## src/hw/link_gate_pkg.sv

```systemverilog
// Purpose: shared constants and carriers for the user stream gating block
// Assumes: 32-bit Avalon-MM register access, one 20 MHz clock
// Notes: byte addresses are word aligned
package link_gate_pkg;
	localparam int CLK_HZ = 20000000;
	localparam int DATA_W = 32;
	localparam int KEEP_W = DATA_W / 8;
	localparam int LANES = 2;
	// register byte offsets
	localparam logic [3:0] CTRL_OFS = 4'h0;
	localparam logic [3:0] STAT_OFS = 4'h4;
	localparam logic [3:0] CNT_OFS = 4'h8;
	// control field positions
	localparam int CTRL_PAUSE_EN_BIT = 0;
	localparam int CTRL_SIMPLEX_BIT = 1;
	localparam int CTRL_SW_RESET_BIT = 2;
	localparam logic [2:0] CTRL_RESET = 3'h1;
	// lane-ready qualification time in ns and its cycle count
	localparam int LANE_QUAL_NS = 400;
	localparam int LANE_QUAL_CYC =
		(LANE_QUAL_NS * (CLK_HZ / 1000000) + 999) / 1000;
	localparam logic [31:0] READ_UNMAPPED = 32'hDEADBEEF;

	// pause message from the partner
	typedef enum logic [1:0] {
		MSG_NONE = 2'b00,
		MSG_XOFF = 2'b01,
		MSG_XON = 2'b10
	} pause_msg_t;

	typedef enum logic [1:0] {
		ST_DOWN = 2'b00,
		ST_LANE = 2'b01,
		ST_CHAN = 2'b10
	} init_state_t;

	typedef struct packed {
		logic [DATA_W-1:0] data;
		logic [KEEP_W-1:0] keep;
		logic last;
	} beat_t;
endpackage

```

## src/hw/link_gate.sv

```systemverilog
// Purpose: init gating and transmit stream gating for a serial link core
// Assumes: partner logic honours valid/ready and the init prerequisites
// Notes: registers reached over Avalon-MM, answered in one wait cycle
//
// The register offsets and the Avalon-MM interface to the registers were decided locally.
`timescale 1ns/1ps

// Function
// - init never completes while the pll unlock indication is high.
// - in simplex timer mode an rx reset also resets tx so init resends.
// - a pending pause or priority request holds off normal transmit data.
// - with pause enabled an XOFF stops normal data until an XON arrives.
// - the byte mask counts only on the last beat and is ignored elsewhere.
// - receive data and framing are meaningful only while rx valid is high.
// - only continuous streams are supported and the mask is read on last.
module link_gate #(
	parameter int LANES = link_gate_pkg::LANES
) (
	input wire logic ref_clk,
	input wire logic rstn,
	input wire logic pll_unlock,
	input wire logic power_down,
	input wire logic init_req,
	input wire logic rx_reset,
	input wire logic tx_reset_in,
	input wire logic [LANES-1:0] lane_aligned,
	input wire logic pause_req_valid,
	input wire logic prio_req_valid,
	input wire link_gate_pkg::pause_msg_t pause_msg,
	input wire logic tx_tvalid,
	output logic tx_tready,
	input wire link_gate_pkg::beat_t tx_beat,
	output logic link_valid,
	output link_gate_pkg::beat_t link_beat,
	input wire link_gate_pkg::beat_t rx_link_beat,
	input wire logic rx_link_valid,
	output logic rx_tvalid,
	output link_gate_pkg::beat_t rx_beat,
	output logic tx_reset_out,
	output logic [LANES-1:0] lane_ready,
	output logic chan_ready,
	input wire logic [3:0] avs_address,
	input wire logic avs_read,
	input wire logic avs_write,
	input wire logic [31:0] avs_writedata,
	output logic [31:0] avs_readdata,
	output logic avs_waitrequest
);
	// ----------------------------------------
	// reset release and input synchronisers
	// ----------------------------------------
	logic [1:0] rst_sync_q;
	logic rst_n;
	always_ff @(posedge ref_clk or negedge rstn) begin
		if (!rstn)
			rst_sync_q <= 2'h0;
		else
			rst_sync_q <= {rst_sync_q[0], 1'b1};
	end
	assign rst_n = rst_sync_q[1];

	// async pins: three stages, change counts when stages two and three agree
	localparam int NSYNC = 4 + LANES;
	logic [NSYNC-1:0] pin_raw;
	logic [NSYNC-1:0] s1_q, s2_q, s3_q, pin_q, pin_d;
	assign pin_raw = {lane_aligned, tx_reset_in, rx_reset, init_req,
		pll_unlock | power_down};
	always_comb begin
		pin_d = pin_q;
		for (int i = 0; i < NSYNC; i++)
			if (s2_q[i] == s3_q[i])
				pin_d[i] = s3_q[i];
	end
	always_ff @(posedge ref_clk or negedge rst_n) begin
		if (!rst_n) begin
			s1_q <= '0;
			s2_q <= '0;
			s3_q <= '0;
			pin_q <= '0;
		end else begin
			s1_q <= pin_raw;
			s2_q <= s1_q;
			s3_q <= s2_q;
			pin_q <= pin_d;
		end
	end
	logic not_locked, init_hold, rx_rst_s, tx_rst_s;
	logic [LANES-1:0] aligned_s;
	assign not_locked = pin_q[0];
	assign init_hold = pin_q[1];
	assign rx_rst_s = pin_q[2];
	assign tx_rst_s = pin_q[3];
	assign aligned_s = pin_q[NSYNC-1:4];

	// ----------------------------------------
	// register file
	// ----------------------------------------
	logic [2:0] ctrl_q, ctrl_d;
	logic [31:0] cnt_q, cnt_d;
	logic ack_q, ack_d;
	logic [31:0] rdata_q, rdata_d;
	logic xoff_q, xoff_d;
	logic pause_en, simplex, sw_reset;
	assign pause_en = ctrl_q[link_gate_pkg::CTRL_PAUSE_EN_BIT];
	assign simplex = ctrl_q[link_gate_pkg::CTRL_SIMPLEX_BIT];
	assign sw_reset = ctrl_q[link_gate_pkg::CTRL_SW_RESET_BIT];
	link_gate_pkg::init_state_t st_q, st_d;

	// one wait cycle: the request is answered on the edge after it appears
	// a write lands only on the answering edge, so a master that holds
	// its request until waitrequest is low sees exactly one update
	always_comb begin
		ctrl_d = ctrl_q;
		ack_d = 1'b0;
		rdata_d = rdata_q;
		if (avs_write && ack_q && avs_address == link_gate_pkg::CTRL_OFS)
			ctrl_d = avs_writedata[2:0];
		if ((avs_read || avs_write) && !ack_q) begin
			ack_d = 1'b1;
			case (avs_address)
				link_gate_pkg::CTRL_OFS: rdata_d = {29'h0, ctrl_q};
				link_gate_pkg::STAT_OFS: rdata_d = {16'h0,
					8'(lane_ready), 3'h0, xoff_q, not_locked,
					chan_ready, st_q};
				link_gate_pkg::CNT_OFS: rdata_d = cnt_q;
				default: rdata_d = link_gate_pkg::READ_UNMAPPED;
			endcase
		end
	end
	assign avs_waitrequest = (avs_read || avs_write) && !ack_q;
	assign avs_readdata = rdata_q;
	always_ff @(posedge ref_clk or negedge rst_n) begin
		if (!rst_n) begin
			ctrl_q <= link_gate_pkg::CTRL_RESET;
			ack_q <= 1'b0;
			rdata_q <= 32'h0;
		end else begin
			ctrl_q <= ctrl_d;
			ack_q <= ack_d;
			rdata_q <= rdata_d;
		end
	end

	// ----------------------------------------
	// reset pairing and link-down decode
	// ----------------------------------------
	// any one of these drops the link back to the start of init
	function automatic logic link_down(
		input logic unlock,
		input logic hold,
		input logic swr,
		input logic rst
	);
		return unlock | hold | swr | rst;
	endfunction

	logic tx_rst_q, tx_rst_d;
	logic down;

	// simplex pairs resets
	// in simplex the far receiver only recovers if we resend init
	// patterns, so a local rx reset must drag tx reset with it
	always_comb begin
		tx_rst_d = tx_rst_s | (simplex & rx_rst_s);
	end
	always_ff @(posedge ref_clk or negedge rst_n) begin
		if (!rst_n)
			tx_rst_q <= 1'b0;
		else
			tx_rst_q <= tx_rst_d;
	end
	assign tx_reset_out = tx_rst_q;

	// unlock holds init
	// pll unlock and power-down share one synchroniser bit
	assign down = link_down(not_locked, init_hold, sw_reset,
		tx_rst_q | rx_rst_s);

	// ----------------------------------------
	// lane qualification
	// ----------------------------------------
	localparam int QW = $clog2(link_gate_pkg::LANE_QUAL_CYC + 1);
	localparam logic [QW-1:0] QUAL_END = QW'(link_gate_pkg::LANE_QUAL_CYC);

	logic [QW-1:0] qual_q [LANES];
	logic [QW-1:0] qual_d [LANES];
	logic [LANES-1:0] lane_q, lane_d;

	// lane qualify
	// a lane is ready once it has stayed aligned for the whole
	// qualify time; an alignment drop of two cycles or more restarts the count
	always_comb begin
		for (int i = 0; i < LANES; i++) begin
			qual_d[i] = qual_q[i];
			lane_d[i] = lane_q[i];
			if (down || !aligned_s[i]) begin
				qual_d[i] = '0;
				lane_d[i] = 1'b0;
			end else if (qual_q[i] != QUAL_END) begin
				qual_d[i] = qual_q[i] + 1'b1;
			end else begin
				lane_d[i] = 1'b1;
			end
		end
	end
	always_ff @(posedge ref_clk or negedge rst_n) begin
		if (!rst_n) begin
			for (int i = 0; i < LANES; i++)
				qual_q[i] <= '0;
			lane_q <= '0;
		end else begin
			for (int i = 0; i < LANES; i++)
				qual_q[i] <= qual_d[i];
			lane_q <= lane_d;
		end
	end
	assign lane_ready = lane_q;

	// ----------------------------------------
	// channel init state machine
	// ----------------------------------------
	logic chan_q, chan_d;

	// channel after lanes
	// decisions use the next lane state so channel-ready never
	// outlives a lane that drops on the same edge
	always_comb begin
		st_d = st_q;
		case (st_q)
			link_gate_pkg::ST_DOWN: begin
				if (!down && (|lane_d))
					st_d = link_gate_pkg::ST_LANE;
			end
			link_gate_pkg::ST_LANE: begin
				if (down || !(|lane_d))
					st_d = link_gate_pkg::ST_DOWN;
				else if (&lane_d)
					st_d = link_gate_pkg::ST_CHAN;
			end
			link_gate_pkg::ST_CHAN: begin
				if (down || !(&lane_d))
					st_d = link_gate_pkg::ST_DOWN;
			end
			default: st_d = link_gate_pkg::ST_DOWN;
		endcase
		chan_d = (st_d == link_gate_pkg::ST_CHAN) && (&lane_d);
	end
	always_ff @(posedge ref_clk or negedge rst_n) begin
		if (!rst_n) begin
			st_q <= link_gate_pkg::ST_DOWN;
			chan_q <= 1'b0;
		end else begin
			st_q <= st_d;
			chan_q <= chan_d;
		end
	end
	assign chan_ready = chan_q;

	// ----------------------------------------
	// pause state from the partner
	// ----------------------------------------
	// xoff until xon
	// clearing pause enable also frees the channel, so software can
	// recover from a partner that never sends its XON
	always_comb begin
		xoff_d = xoff_q;
		if (!pause_en || pause_msg == link_gate_pkg::MSG_XON)
			xoff_d = 1'b0;
		else if (pause_msg == link_gate_pkg::MSG_XOFF)
			xoff_d = 1'b1;
	end
	always_ff @(posedge ref_clk or negedge rst_n) begin
		if (!rst_n)
			xoff_q <= 1'b0;
		else
			xoff_q <= xoff_d;
	end

	// ----------------------------------------
	// transmit gating and link beat
	// ----------------------------------------
	// gate tx ready
	// flow-control requests own the channel while they are pending
	assign tx_tready = chan_q && !pause_req_valid && !prio_req_valid &&
		!xoff_q;

	logic take;
	assign take = tx_tvalid && tx_tready;

	link_gate_pkg::beat_t lbeat_q, lbeat_d;
	logic lvalid_q, lvalid_d;

	// mask on last
	// mid-packet beats always carry every byte, whatever the mask says
	always_comb begin
		lvalid_d = take;
		lbeat_d = lbeat_q;
		if (take) begin
			lbeat_d = tx_beat;
			if (!tx_beat.last)
				lbeat_d.keep = '1;
		end
	end
	always_ff @(posedge ref_clk or negedge rst_n) begin
		if (!rst_n) begin
			lvalid_q <= 1'b0;
			lbeat_q <= '0;
		end else begin
			lvalid_q <= lvalid_d;
			lbeat_q <= lbeat_d;
		end
	end
	assign link_valid = lvalid_q;
	assign link_beat = lbeat_q;

	// accepted beat count; wraps silently after 2^32 beats
	always_comb begin
		cnt_d = cnt_q;
		if (take)
			cnt_d = cnt_q + 32'h1;
	end
	always_ff @(posedge ref_clk or negedge rst_n) begin
		if (!rst_n)
			cnt_q <= 32'h0;
		else
			cnt_q <= cnt_d;
	end

	// ----------------------------------------
	// receive path
	// ----------------------------------------
	link_gate_pkg::beat_t rbeat_q, rbeat_d;
	logic rvalid_q, rvalid_d;

	// rx valid qualifies
	// the beat only moves with valid, so idle junk from the lanes
	// never reaches the user side
	always_comb begin
		rvalid_d = rx_link_valid && chan_q;
		rbeat_d = rbeat_q;
		if (rx_link_valid && chan_q)
			rbeat_d = rx_link_beat;
	end
	always_ff @(posedge ref_clk or negedge rst_n) begin
		if (!rst_n) begin
			rvalid_q <= 1'b0;
			rbeat_q <= '0;
		end else begin
			rvalid_q <= rvalid_d;
			rbeat_q <= rbeat_d;
		end
	end
	assign rx_tvalid = rvalid_q;
	assign rx_beat = rbeat_q;
endmodule

```

## config.mk

```make
export PLATFORM = sky130hd
export DESIGN_NAME = link_gate
export DESIGN_NICKNAME = d
export VERILOG_FILES = /design/src/hw/link_gate_pkg.sv /design/src/hw/link_gate.sv
export SDC_FILE = /design/constraint.sdc
export NUM_CORES = 1
export LEC_CHECK = 0
export BUFFER_PORTS_ARGS = -buffer_cell sky130_fd_sc_hd__buf_2
export CORE_MARGIN = 2
export CORE_UTILIZATION = 40
export CTS_CLUSTER_SIZE = 16
export DETAILED_ROUTE_END_ITERATION = 8
export GPL_ROUTABILITY_DRIVEN = 0
export GPL_TIMING_DRIVEN = 0
export HOLD_SLACK_MARGIN = 0.1
export PLACE_DENSITY = 0.66
export SKIP_CTS_REPAIR_TIMING = 1
export SYNTH_ARGS = -nofsm -noshare
export SYNTH_HDL_FRONTEND = slang
export SYNTH_SLANG_ARGS = --single-unit
```

## constraint.sdc

```tcl
create_clock -name ref_clk -period 6.95 [get_ports ref_clk]
set_clock_uncertainty 0.05 [all_clocks]
set_input_delay 0.3475 -clock ref_clk [delete_from_list [all_inputs] [get_ports ref_clk]]
set_output_delay 0.3475 -clock ref_clk [all_outputs]
set_load 0.1 [all_outputs]
```

# Yosys cells after proc, flatten, opt, wreduce, memory -nomap -nowiden
# Cells that the tools add are included.
# word_totals
wordCells	105
out_inout_bits	114
reg_bits	185
# classes
mux	18
n_addsub	3
bitwise	7
n_reduce_logical	33
n_eq_ne	15
# ops
op	count
32-bit case mux with 3 select lines	1
32-bit by 1-bit adder with 32-bit output, second input constant	1
4-bit 2-to-1 mux	5
1-bit logical AND	10
1-bit logical NOT	10
4-bit by 1-bit adder with 4-bit output, second input constant	2
2-bit 2-to-1 mux	4
4-bit != test, second input constant	2
1-bit 2-to-1 mux	7
1-bit equality test	6
2-bit equality test, second input constant	3
1-bit logical OR	6
1-bit OR	6
2-bit case mux with 3 select lines	1
2-bit nonzero test	3
2-bit by 1-bit equality test with 1-bit output, second input constant	2
4-bit by 3-bit equality test with 1-bit output, second input constant	1
4-bit equality test, second input constant	1
4-bit logical NOT	1
2-bit logical NOT	1
2-bit AND reduction	1
2-bit OR reduction	1
1-bit bitwise AND	1

# Logic depth before layout (Yosys ltp)
# Gate-level depths: netlist of the first run.
# logic_depth
depth_word	12
ltp_mapped	8

# Least setup slack after synthesis of the first run
# No wires, ideal clock.
# synth_path
path_kind	flip-flop to flip-flop
start	register chan_q (netlist: chan_ready)
end	register lbeat_q (netlist bit link_beat[1])
slack_ps	3860
t_arrival_ps	2958
path_stages_with_launch	9
synth_period_minus_slack_ps	3090
n_path_buf	2
required_time_ps	6818
cell_sequence	dfrtp_1 > or4b_1 > buf_2 > inv_1 > nand2_2 > clkinv_1 > buf_2 > nor2_1 > a31oi_1
# synth_via
elab_chain_len	4
# synth_rtl
item	line_no	text
from (decl)	link_gate.sv:222	logic chan_q, chan_d;
from (signal assigned)	link_gate.sv:254	chan_q <= chan_d;
1-bit logical AND (3 in series)	link_gate.sv:284	assign tx_tready = chan_q && !pause_req_valid && !prio_req_valid &&
named net tx_tready	link_gate.sv:31	output logic tx_tready,
1-bit logical AND	link_gate.sv:288	assign take = tx_tvalid && tx_tready;
to (signal assigned)	link_gate.sv:310	lbeat_q <= lbeat_d;
to (decl)	link_gate.sv:290	link_gate_pkg::beat_t lbeat_q, lbeat_d;
# The timed path passes the listed nets, and every way through them passes these cells.
# A chain may end at the register's enable or synchronous reset.

# Worst setup path after layout of the first run
# layout_path
start	register ack_q
end	output avs_waitrequest
# layout_via
elab_chain_len	2
# layout_rtl
item	line_no	text
from (decl)	link_gate.sv:100	logic ack_q, ack_d;
from (signal assigned)	link_gate.sv:139	ack_q <= ack_d;
1-bit logical NOT	link_gate.sv:130	assign avs_waitrequest = (avs_read || avs_write) && !ack_q;
1-bit logical AND	link_gate.sv:130	
to (decl)	link_gate.sv:47	output logic avs_waitrequest
# No other way between the ends.

==> results of run 1 <==
-- layer usage --
metal,vias to the layer above,track usage,wire (µm)
li1,2703,-,-
met5,-,0,0
met3,20,0.0559,1070
met1,2730,0.233,7660
met2,178,0.287,9100
met4,0,0.0691,301
-- kinds of logic after synthesis --
logic type,after synthesis,synth area share
and+or+nand+nor,254,0.162
DFF,185,0.636
adders and majority gates,12,0.0182
muxes,46,0.0709
AOI/OAI and AO/OA,51,0.0450
xor gates and xnor gates,36,0.0433
buffers and inverters,42,0.0240
other,1,0.000515
-- metrics by stage --
stage | power [µW] | utilization | cells
3_3_place_gp | 1400 | 0.482 | 1066
3_5_place_dp | 1410 | 0.485 | 1068
2_1_floorplan | 1330 | - | 627
6_report | 2390 | 0.557 | 1171
5_1_grt | 2490 | 0.557 | 1171
4_1_cts | 2390 | 0.518 | 1100
-- flip-flops by register name (all words and copies together), names as in the netlist, 2 cells and up --
| register | flops |
|---|---|
| st_q | 2 |
| s3_q | 6 |
| s1_q | 6 |
| ctrl_q | 3 |
| pin_q | 6 |
| rx_beat | 37 |
| s2_q | 6 |
| lane_ready | 2 |
| qual_q | 8 |
| cnt_q | 32 |
| link_beat | 37 |
| avs_readdata | 32 |
| rst_sync_q | 2 |
-- power by group --
group | internal (µW) | switching (µW) | total (µW) | leakage (µW)
registers | 1110 | 23.8 | 1130 | 0.00240
clock network | 541 | 430 | 971 | 0.000283
logic | 80.9 | 202 | 283 | 0.00247
-- cell type report --
class / count / area [µm²] / area share
plain buffers: 23 / 104 / 0.0104
clock buffers: 19 / 433 / 0.0434
clock inverters: 13 / 155 / 0.0155
inverters: 19 / 71.3 / 0.00715
multi-input cells: 400 / 2480 / 0.248
flip-flops and latches: 185 / 4630 / 0.464
well taps: 229 / 287 / 0.0287
repair buffers: 283 / 1820 / 0.182
-- worst reg2reg max path: cells and delay by family (launching register included) --
kind,cells,cell delay (ns)
AOI/OAI and AO/OA,2,0.89
buffers and inverters,2,0.60
DFF,1,0.37
and+or+nand+nor,1,0.29
-- layout by cell type (no fill, tap or decap), types with 3 or more instances in the layout --
| cell type | Yosys | layout |
|---|---|---|
| mux2_2 | 45 | 45 |
| dfrtp_1 | 184 | 183 |
| a22o_1 | 6 | 6 |
| o22ai_1 | 3 | 3 |
| clkbuf_16 | 0 | 17 |
| nand2_1 | 141 | 141 |
| xor2_1 | 13 | 13 |
| inv_1 | 18 | 18 |
| nor2_1 | 46 | 46 |
| xnor2_1 | 23 | 23 |
| dlygate4sd3_1 | 0 | 71 |
| ha_1 | 5 | 5 |
| a31oi_1 | 8 | 8 |
| nand3_1 | 17 | 17 |
| buf_2 | 8 | 218 |
| nand4_1 | 14 | 14 |
| a21oi_1 | 20 | 20 |
| maj3_1 | 7 | 7 |
| inv_6 | 0 | 5 |
| nor4_4 | 3 | 3 |
| and3_1 | 3 | 3 |
| nor4_2 | 4 | 4 |
| clkbuf_1 | 12 | 14 |
| o21ai_0 | 5 | 5 |
| nor3_1 | 8 | 8 |
-- worst max-delay path by stage --
stage,cells past startpoint,slack [ns],start,end
3_5_place_dp,7,4.40,avs_write,avs_waitrequest
3_3_place_gp,0,-0.78,rst_sync_q[1]$_DFF_PN0_,avs_readdata[26]$_DFFE_PN0P_
4_1_cts,5,4.03,ack_q$_DFF_PN0_,avs_waitrequest
6_report,5,4.07,ack_q$_DFF_PN0_,avs_waitrequest
2_1_floorplan,0,1.36,rst_sync_q[1]$_DFF_PN0_,ack_q$_DFF_PN0_
5_1_grt,5,3.94,ack_q$_DFF_PN0_,avs_waitrequest
==> results.cfg, run 1 <==
[status]
status = complete, no violations

[synthesis]
synth_fp_nets = 759
synth.area.top_cells = dfrtp_1 (63%), nand2_1 (7.3%), mux2_2 (7.0%)
ys.warnings.count = 0
synth_top_area_share = 0.632
yosys_register_bits = 185
yosysMostFrequentCell = dfrtp_1
synth_area_mm2 = 0.00728
synth_edf_count = 0
synth-async-reset-ratio = 1.00
netlist_instances = 627
avgSynthCellArea_um2 = 11.6
seq_area_frac_synth = 0.636
synth_ff_type = dfrtp_1
synth_commonest_cells = dfrtp_1 (184), nand2_1 (141), nor2_1 (46), mux2_2 (45), xnor2_1 (23)
yosysUniqueCellTypes = 47
yosysTopAreaCell = dfrtp_1

[die]
start_util = 0.407
core_area_mm2 = 0.0179
die_h_um = 139
die_x_um = 139
dieArea_mm2 = 0.0193
rows = 49
io_pins = 241

[pwr]
ir_drop_v = 0.000149
power_density_mw_per_mm2 = 239
leakage_uw = 0.00515

[clocking]
clk_latency_ns = 0.43
clk_pin_slew_ns = 0.07
clockBufferDepth = 2
cts_htree_levels = 4
cts_made_buffers = 17
cts_tree = done
cts_sinks = 185
cts-root-buf = clkbuf_16

[run]
maxCapViolations = 0

[grt]
grt_use_total = 0.180
first_global_vias = 5442
grt_max_degree = 68
grt_pass1_wl_um = 27700
grt_overflow = 0
antenna_found_initial = 0

[setup_path]
path_max_fanout = 11
critPathBufInv = 4
crit_path_max_incr_delay_ns = 0.54
critPathCaptureType = primary output
cp_cell_sequence = or2_2, buf_2, inv_1, clkbuf_1, buf_2
r2r_end = avs_readdata[16]$_DFFE_PN0P_
crit_slowest_cell = buf_2
cp_data_arrival_time_ns = 2.48
rrSetupSlack_ns = 4.63
startpoint_type = flop
rr_worst_depth = 5
r2r-start = ack_q$_DFF_PN0_
cpMostUsedCell = buf_2
worstPathRequired_ns = 6.55
worstSetupPathType = reg -> out
critPathTopFamily = buffers and inverters

[detailed_routing]
drtPass1Iterations = 4
drc = 0
wire_per_inst_um = 15.5
via_per_inst = 4.81
vias = 5631
drtAntennaViolNets = 0
drt-initial-drc-count = 239
routed_wl_um = 18100

[hold_path]
hold-path-cell-count = 2
min_from = rx_link_beat[34]
hold_class = in -> reg
holdPathEnd = rx_beat[34]$_DFFE_PN0P_

[timing]
slew_viol_final = 0
hold_ws_ns = 0.103
slew_headroom = 0.352
min_period_over_period = 0.414
rsz0062_at_grt = no
period_needed_ns = 2.88
totalNegativeSetupSlack_ns = 0
setup_viol = 0
hold_viol = 0
fmax_mhz = 348
tightest_slew_ns = 0.971
setup_ws_ns = 4.07

[layout]
nets = 1061
n_fill_cell = 1517
drive_above_1_share = 0.329
final_area_mm2 = 0.00998
antennaDiodeCount = 0
area_growth_pct = 37.0

[placement]
io_buffers = 210
post-dp-hpwl_um = 12000
place_area_mm2 = 0.00868
dp_slack_ns = 4.40
Note: power is estimated with default switching activity, not from simulation.
==> run 2: changes to the inputs <==
Settings changed: PLACE_DENSITY 0.66 to 0.68.
Clock period 6.95 ns to 2.5 ns, I/O delays scaled along.
==> results.cfg, run 2 (synthesized netlist as in run 1, its figures left out) <==
[status]
status = complete, no violations

[layout]
layout_common_cells = buf_2 (218), dfrtp_1 (182), nand2_1 (141)
area_growth_pct = 40.3
n_fill_cell = 1465
nets = 1082
antennaDiodeCount = 0
multi_input_area_mm2 = 0.00248
final_common_cell = buf_2
drive_above_1_share = 0.327
seq_area_mm2 = 0.00464

[placement]
dp_slack_ns = 0.152
io_buffers = 210
post-dp-hpwl_um = 12500

[detailed_routing]
via_per_inst = 4.81
routedLengthMet1_um = 7660
drtAntennaViolNets = 0
routed_wl_um = 18500
drc = 0
vias = 5730
route.met3.wl_um = 1100
top_layer = met4
wire_per_inst_um = 15.5
met2_length_um = 9370
drtPass1Iterations = 4
drt-initial-drc-count = 344

[clocking]
cts_tree = done
clk_pin_slew_ns = 0.07
cts_made_buffers = 17
cts-root-buf = clkbuf_16
clockBufferDepth = 2
cts_sinks = 185
cts_htree_levels = 4
clk_latency_ns = 0.43

[pwr]
leakage_uw = 0.00524
seqPwrFrac = 0.468
power_density_mw_per_mm2 = 658
combPwrFrac = 0.122
ir_drop_v = 0.000409
p_switching_uw = 1880
intPower_uw = 4840
p_total_uw = 6720
switching_share = 0.279
clockPowerShare = 0.411

[die]
die_x_um = 139
die_h_um = 139
core_area_mm2 = 0.0179
io_pins = 241
start_util = 0.407
dieArea_mm2 = 0.0193
rows = 49

[setup_path]
path_max_fanout = 10
cp_data_arrival_time_ns = 2.62
rr_worst_depth = 5
startpoint = ack_q$_DFF_PN0_
worstSetupPathType = reg -> reg
rrSetupSlack_ns = 0.12
r2r-start = ack_q$_DFF_PN0_
critPathCaptureType = flop
startpoint_type = flop
r2r_end = avs_readdata[30]$_DFFE_PN0P_
worstPathRequired_ns = 2.74

[grt]
first_global_vias = 5476
grt_pass1_wl_um = 28400
antenna_found_initial = 0
grt_max_degree = 72
grt_overflow = 0
grt_use_total = 0.185

[timing]
hold_viol = 0
fmax_mhz = 420
rsz0062_at_grt = no
slew_headroom = 0.344
setup_ws_ns = 0.119
setup_viol = 0
slew_viol_final = 0
period_needed_ns = 2.38
tightest_slew_ns = 0.982
min_period_over_period = 0.952

[hold_path]
min_from = avs_write
hold_class = in -> reg
hold-path-cell-count = 3
holdPathEnd = ctrl_q[2]$_DFFE_PN0P_

[run]
maxCapViolations = 0
## run 2: area by class of cell
| class | instances | share of cell area |
|---|---|---|
| multi-input cells | 400 | 0.243 |
| clock inverters | 15 | 0.0174 |
| inverters | 19 | 0.00771 |
| plain buffers | 22 | 0.00979 |
| well taps | 229 | 0.0280 |
| flip-flops and latches | 185 | 0.454 |
| repair buffers | 305 | 0.199 |
| clock buffers | 17 | 0.0416 |
## run 2: power groups by stage
stage | clock [µW] | combinational [µW] | sequential, µW
6_report | 2760 | 818 | 3140
5_1_grt | 2960 | 867 | 3160
4_1_cts | 2820 | 707 | 3150
3_5_place_dp | 0 | 704 | 3200
3_3_place_gp | 0 | 646 | 3240
2_1_floorplan | 0 | 127 | 3570
## run 2: metal layers
metal | GRT usage | up-vias
met5 | 0 | -
met4 | 0.0638 | 0
met3 | 0.0521 | 27
met2 | 0.307 | 186
met1 | 0.234 | 2764
li1 | - | 2753
## run 2: how the worst max path moves through the flow
stage,endpoint,slack (ns)
floorplan,link_beat[1]$_DFFE_PN0P_,0.02
global placement,chan_ready$_DFF_PN0_,-0.29
detailed placement,avs_readdata[30]$_DFFE_PN0P_,0.15
CTS,avs_waitrequest,-0.23
global route,avs_readdata[30]$_DFFE_PN0P_,0.008
finish,avs_readdata[30]$_DFFE_PN0P_,0.12
## run 2: per-stage QoR
stage	hold slack, ns	TNS, ns	util	cell area (µm²)	std cells
final	0.127	0	0.571	10200	1192
after global routing	0.136	0	0.571	10200	1192
after CTS	-0.601	-0.233	0.519	9290	1100
after detailed placement	-0.133	0	0.485	8690	1068
after global placement	-0.138	-18.36	0.482	8630	1066
after floorplan	-0.221	0	-	7290	627
## run 2: worst max-delay path, cell delays in order, from the launching register on
cell and delay [ns]:
dfrtp_1 0.37, or2_2 0.30, buf_2 0.20, a2111oi_2 0.78, buf_2 0.40, a21oi_1 0.14
==> run 3: changes to the inputs <==
==> constraint.sdc (replaced) <==
create_clock -name ref_clk -period 2.5 [get_ports ref_clk]
set_clock_uncertainty 0.05 [all_clocks]
set_input_delay 0.375 -clock ref_clk [delete_from_list [all_inputs] [get_ports ref_clk]]
set_output_delay 0.375 -clock ref_clk [all_outputs]
set_load 0.1 [all_outputs]
==> results.cfg, run 3 (synthesized netlist as in run 1, its figures left out) <==
[pwr]
leakage_uw = 0.00496
ir_drop_v = 0.000407
power_density_mw_per_mm2 = 693

[die]
start_util = 0.407
dieArea_mm2 = 0.0193
die_h_um = 139
io_pins = 241
rows = 49
die_x_um = 139
core_area_mm2 = 0.0179

[timing]
slew_viol_final = 0
fmax_mhz = 420
setup_viol = 0
slew_headroom = 0.345
rsz0062_at_grt = no
min_period_over_period = 0.953
period_needed_ns = 2.38
tightest_slew_ns = 0.981
hold_ws_ns = 0.0840
hold_viol = 0

[layout]
antennaDiodeCount = 0
nets = 1017
final_common_cell = buf_2
layout_common_cells = buf_2 (216), dfrtp_1 (182), nand2_1 (141)
drive_above_1_share = 0.351
fin_cells = 1127
area_growth_pct = 31.4

[clocking]
clk_latency_ns = 0.43
cts_htree_levels = 4
cts_sinks = 185
clockBufferDepth = 2
cts_tree = done
clk_pin_slew_ns = 0.08
cts-root-buf = clkbuf_16
cts_made_buffers = 17

[setup_path]
critPathCaptureType = flop
cp_data_arrival_time_ns = 2.62
startpoint_type = flop
path_max_fanout = 10
worstPathRequired_ns = 2.74
worstSetupPathType = reg -> reg

[detailed_routing]
drc = 0
via_per_inst = 4.80
vias = 5415
drtAntennaViolNets = 0
routed_wl_um = 17200
wire_per_inst_um = 15.2
drt-initial-drc-count = 297
drtPass1Iterations = 4

[status]
status = complete, no violations

[hold_path]
hold_class = in -> reg

[run]
maxCapViolations = 0

[grt]
grt_pass1_wl_um = 28400
grt_use_total = 0.185
grt_overflow = 0
grt_max_degree = 72
antenna_found_initial = 0
first_global_vias = 5476

[placement]
dp_cells = 1068
post-dp-hpwl_um = 12500
io_buffers = 210
run 3: layout make-up:
cell class	instances	area (µm²)
Clock inverter	15	178
Inverter	19	78.8
Sequential cell	185	4640
Multi-Input combinational cell	400	2480
Fill cell	1553	8330
Timing Repair Buffer	240	1390
Tap cell	229	287
Buffer	22	100
Clock buffer	17	425
run 3: critical path: stages (launching register included):
cell and delay, ns:
dfrtp_1 0.37, or2_2 0.30, buf_2 0.20, a2111oi_2 0.78, buf_2 0.40, a21oi_1 0.14
run 3: final timing paths:
kind / startpoint / to / slack [ns] / cells past startpoint
worst max register to register: ack_q$_DFF_PN0_ / avs_readdata[30]$_DFFE_PN0P_ / 0.12 / 5
worst min register to register: s1_q[4]$_DFF_PN0_ / s2_q[4]$_DFF_PN0_ / 0.30 / 0
max in group asynchronous: rst_sync_q[1]$_DFF_PN0_ / rx_beat[23]$_DFFE_PN0P_ / 1.30 / 1
worst min-delay path: tx_beat[26] / link_beat[26]$_DFFE_PN0P_ / 0.08 / 3
min in group asynchronous: rstn / rst_sync_q[0]$_DFF_PN0_ / 0.22 / 2
worst max-delay path: ack_q$_DFF_PN0_ / avs_readdata[30]$_DFFE_PN0P_ / 0.12 / 5
run 3: stage by stage:
stage	setup TNS (ns)	setup slack, ns	power, µW	utilization	cell area [µm²]
after global placement	-18.57	-0.287	3890	0.482	8630
after floorplan	0	0.0204	3700	-	7290
final	0	0.117	6630	0.535	9570
after global routing	0	0.000567	6900	0.535	9570
after detailed placement	-0.171	-0.150	3910	0.485	8690
after CTS	-0.545	-0.483	6670	0.519	9290
run 3: routing by layer:
metal,up-vias,GRT usage,wire length [µm]
met3,25,0.0521,1020
met5,-,0,0
met1,2610,0.234,7380
met2,159,0.307,8470
li1,2621,-,-
met4,0,0.0638,308
run 3: report_power, final:
part	leakage, µW	internal (µW)	switching (µW)
Sequential	0.00239	3080	62.9
Clock	0.000296	1520	1240
Combinational	0.00227	182	552
Total	0.00496	4780	1860
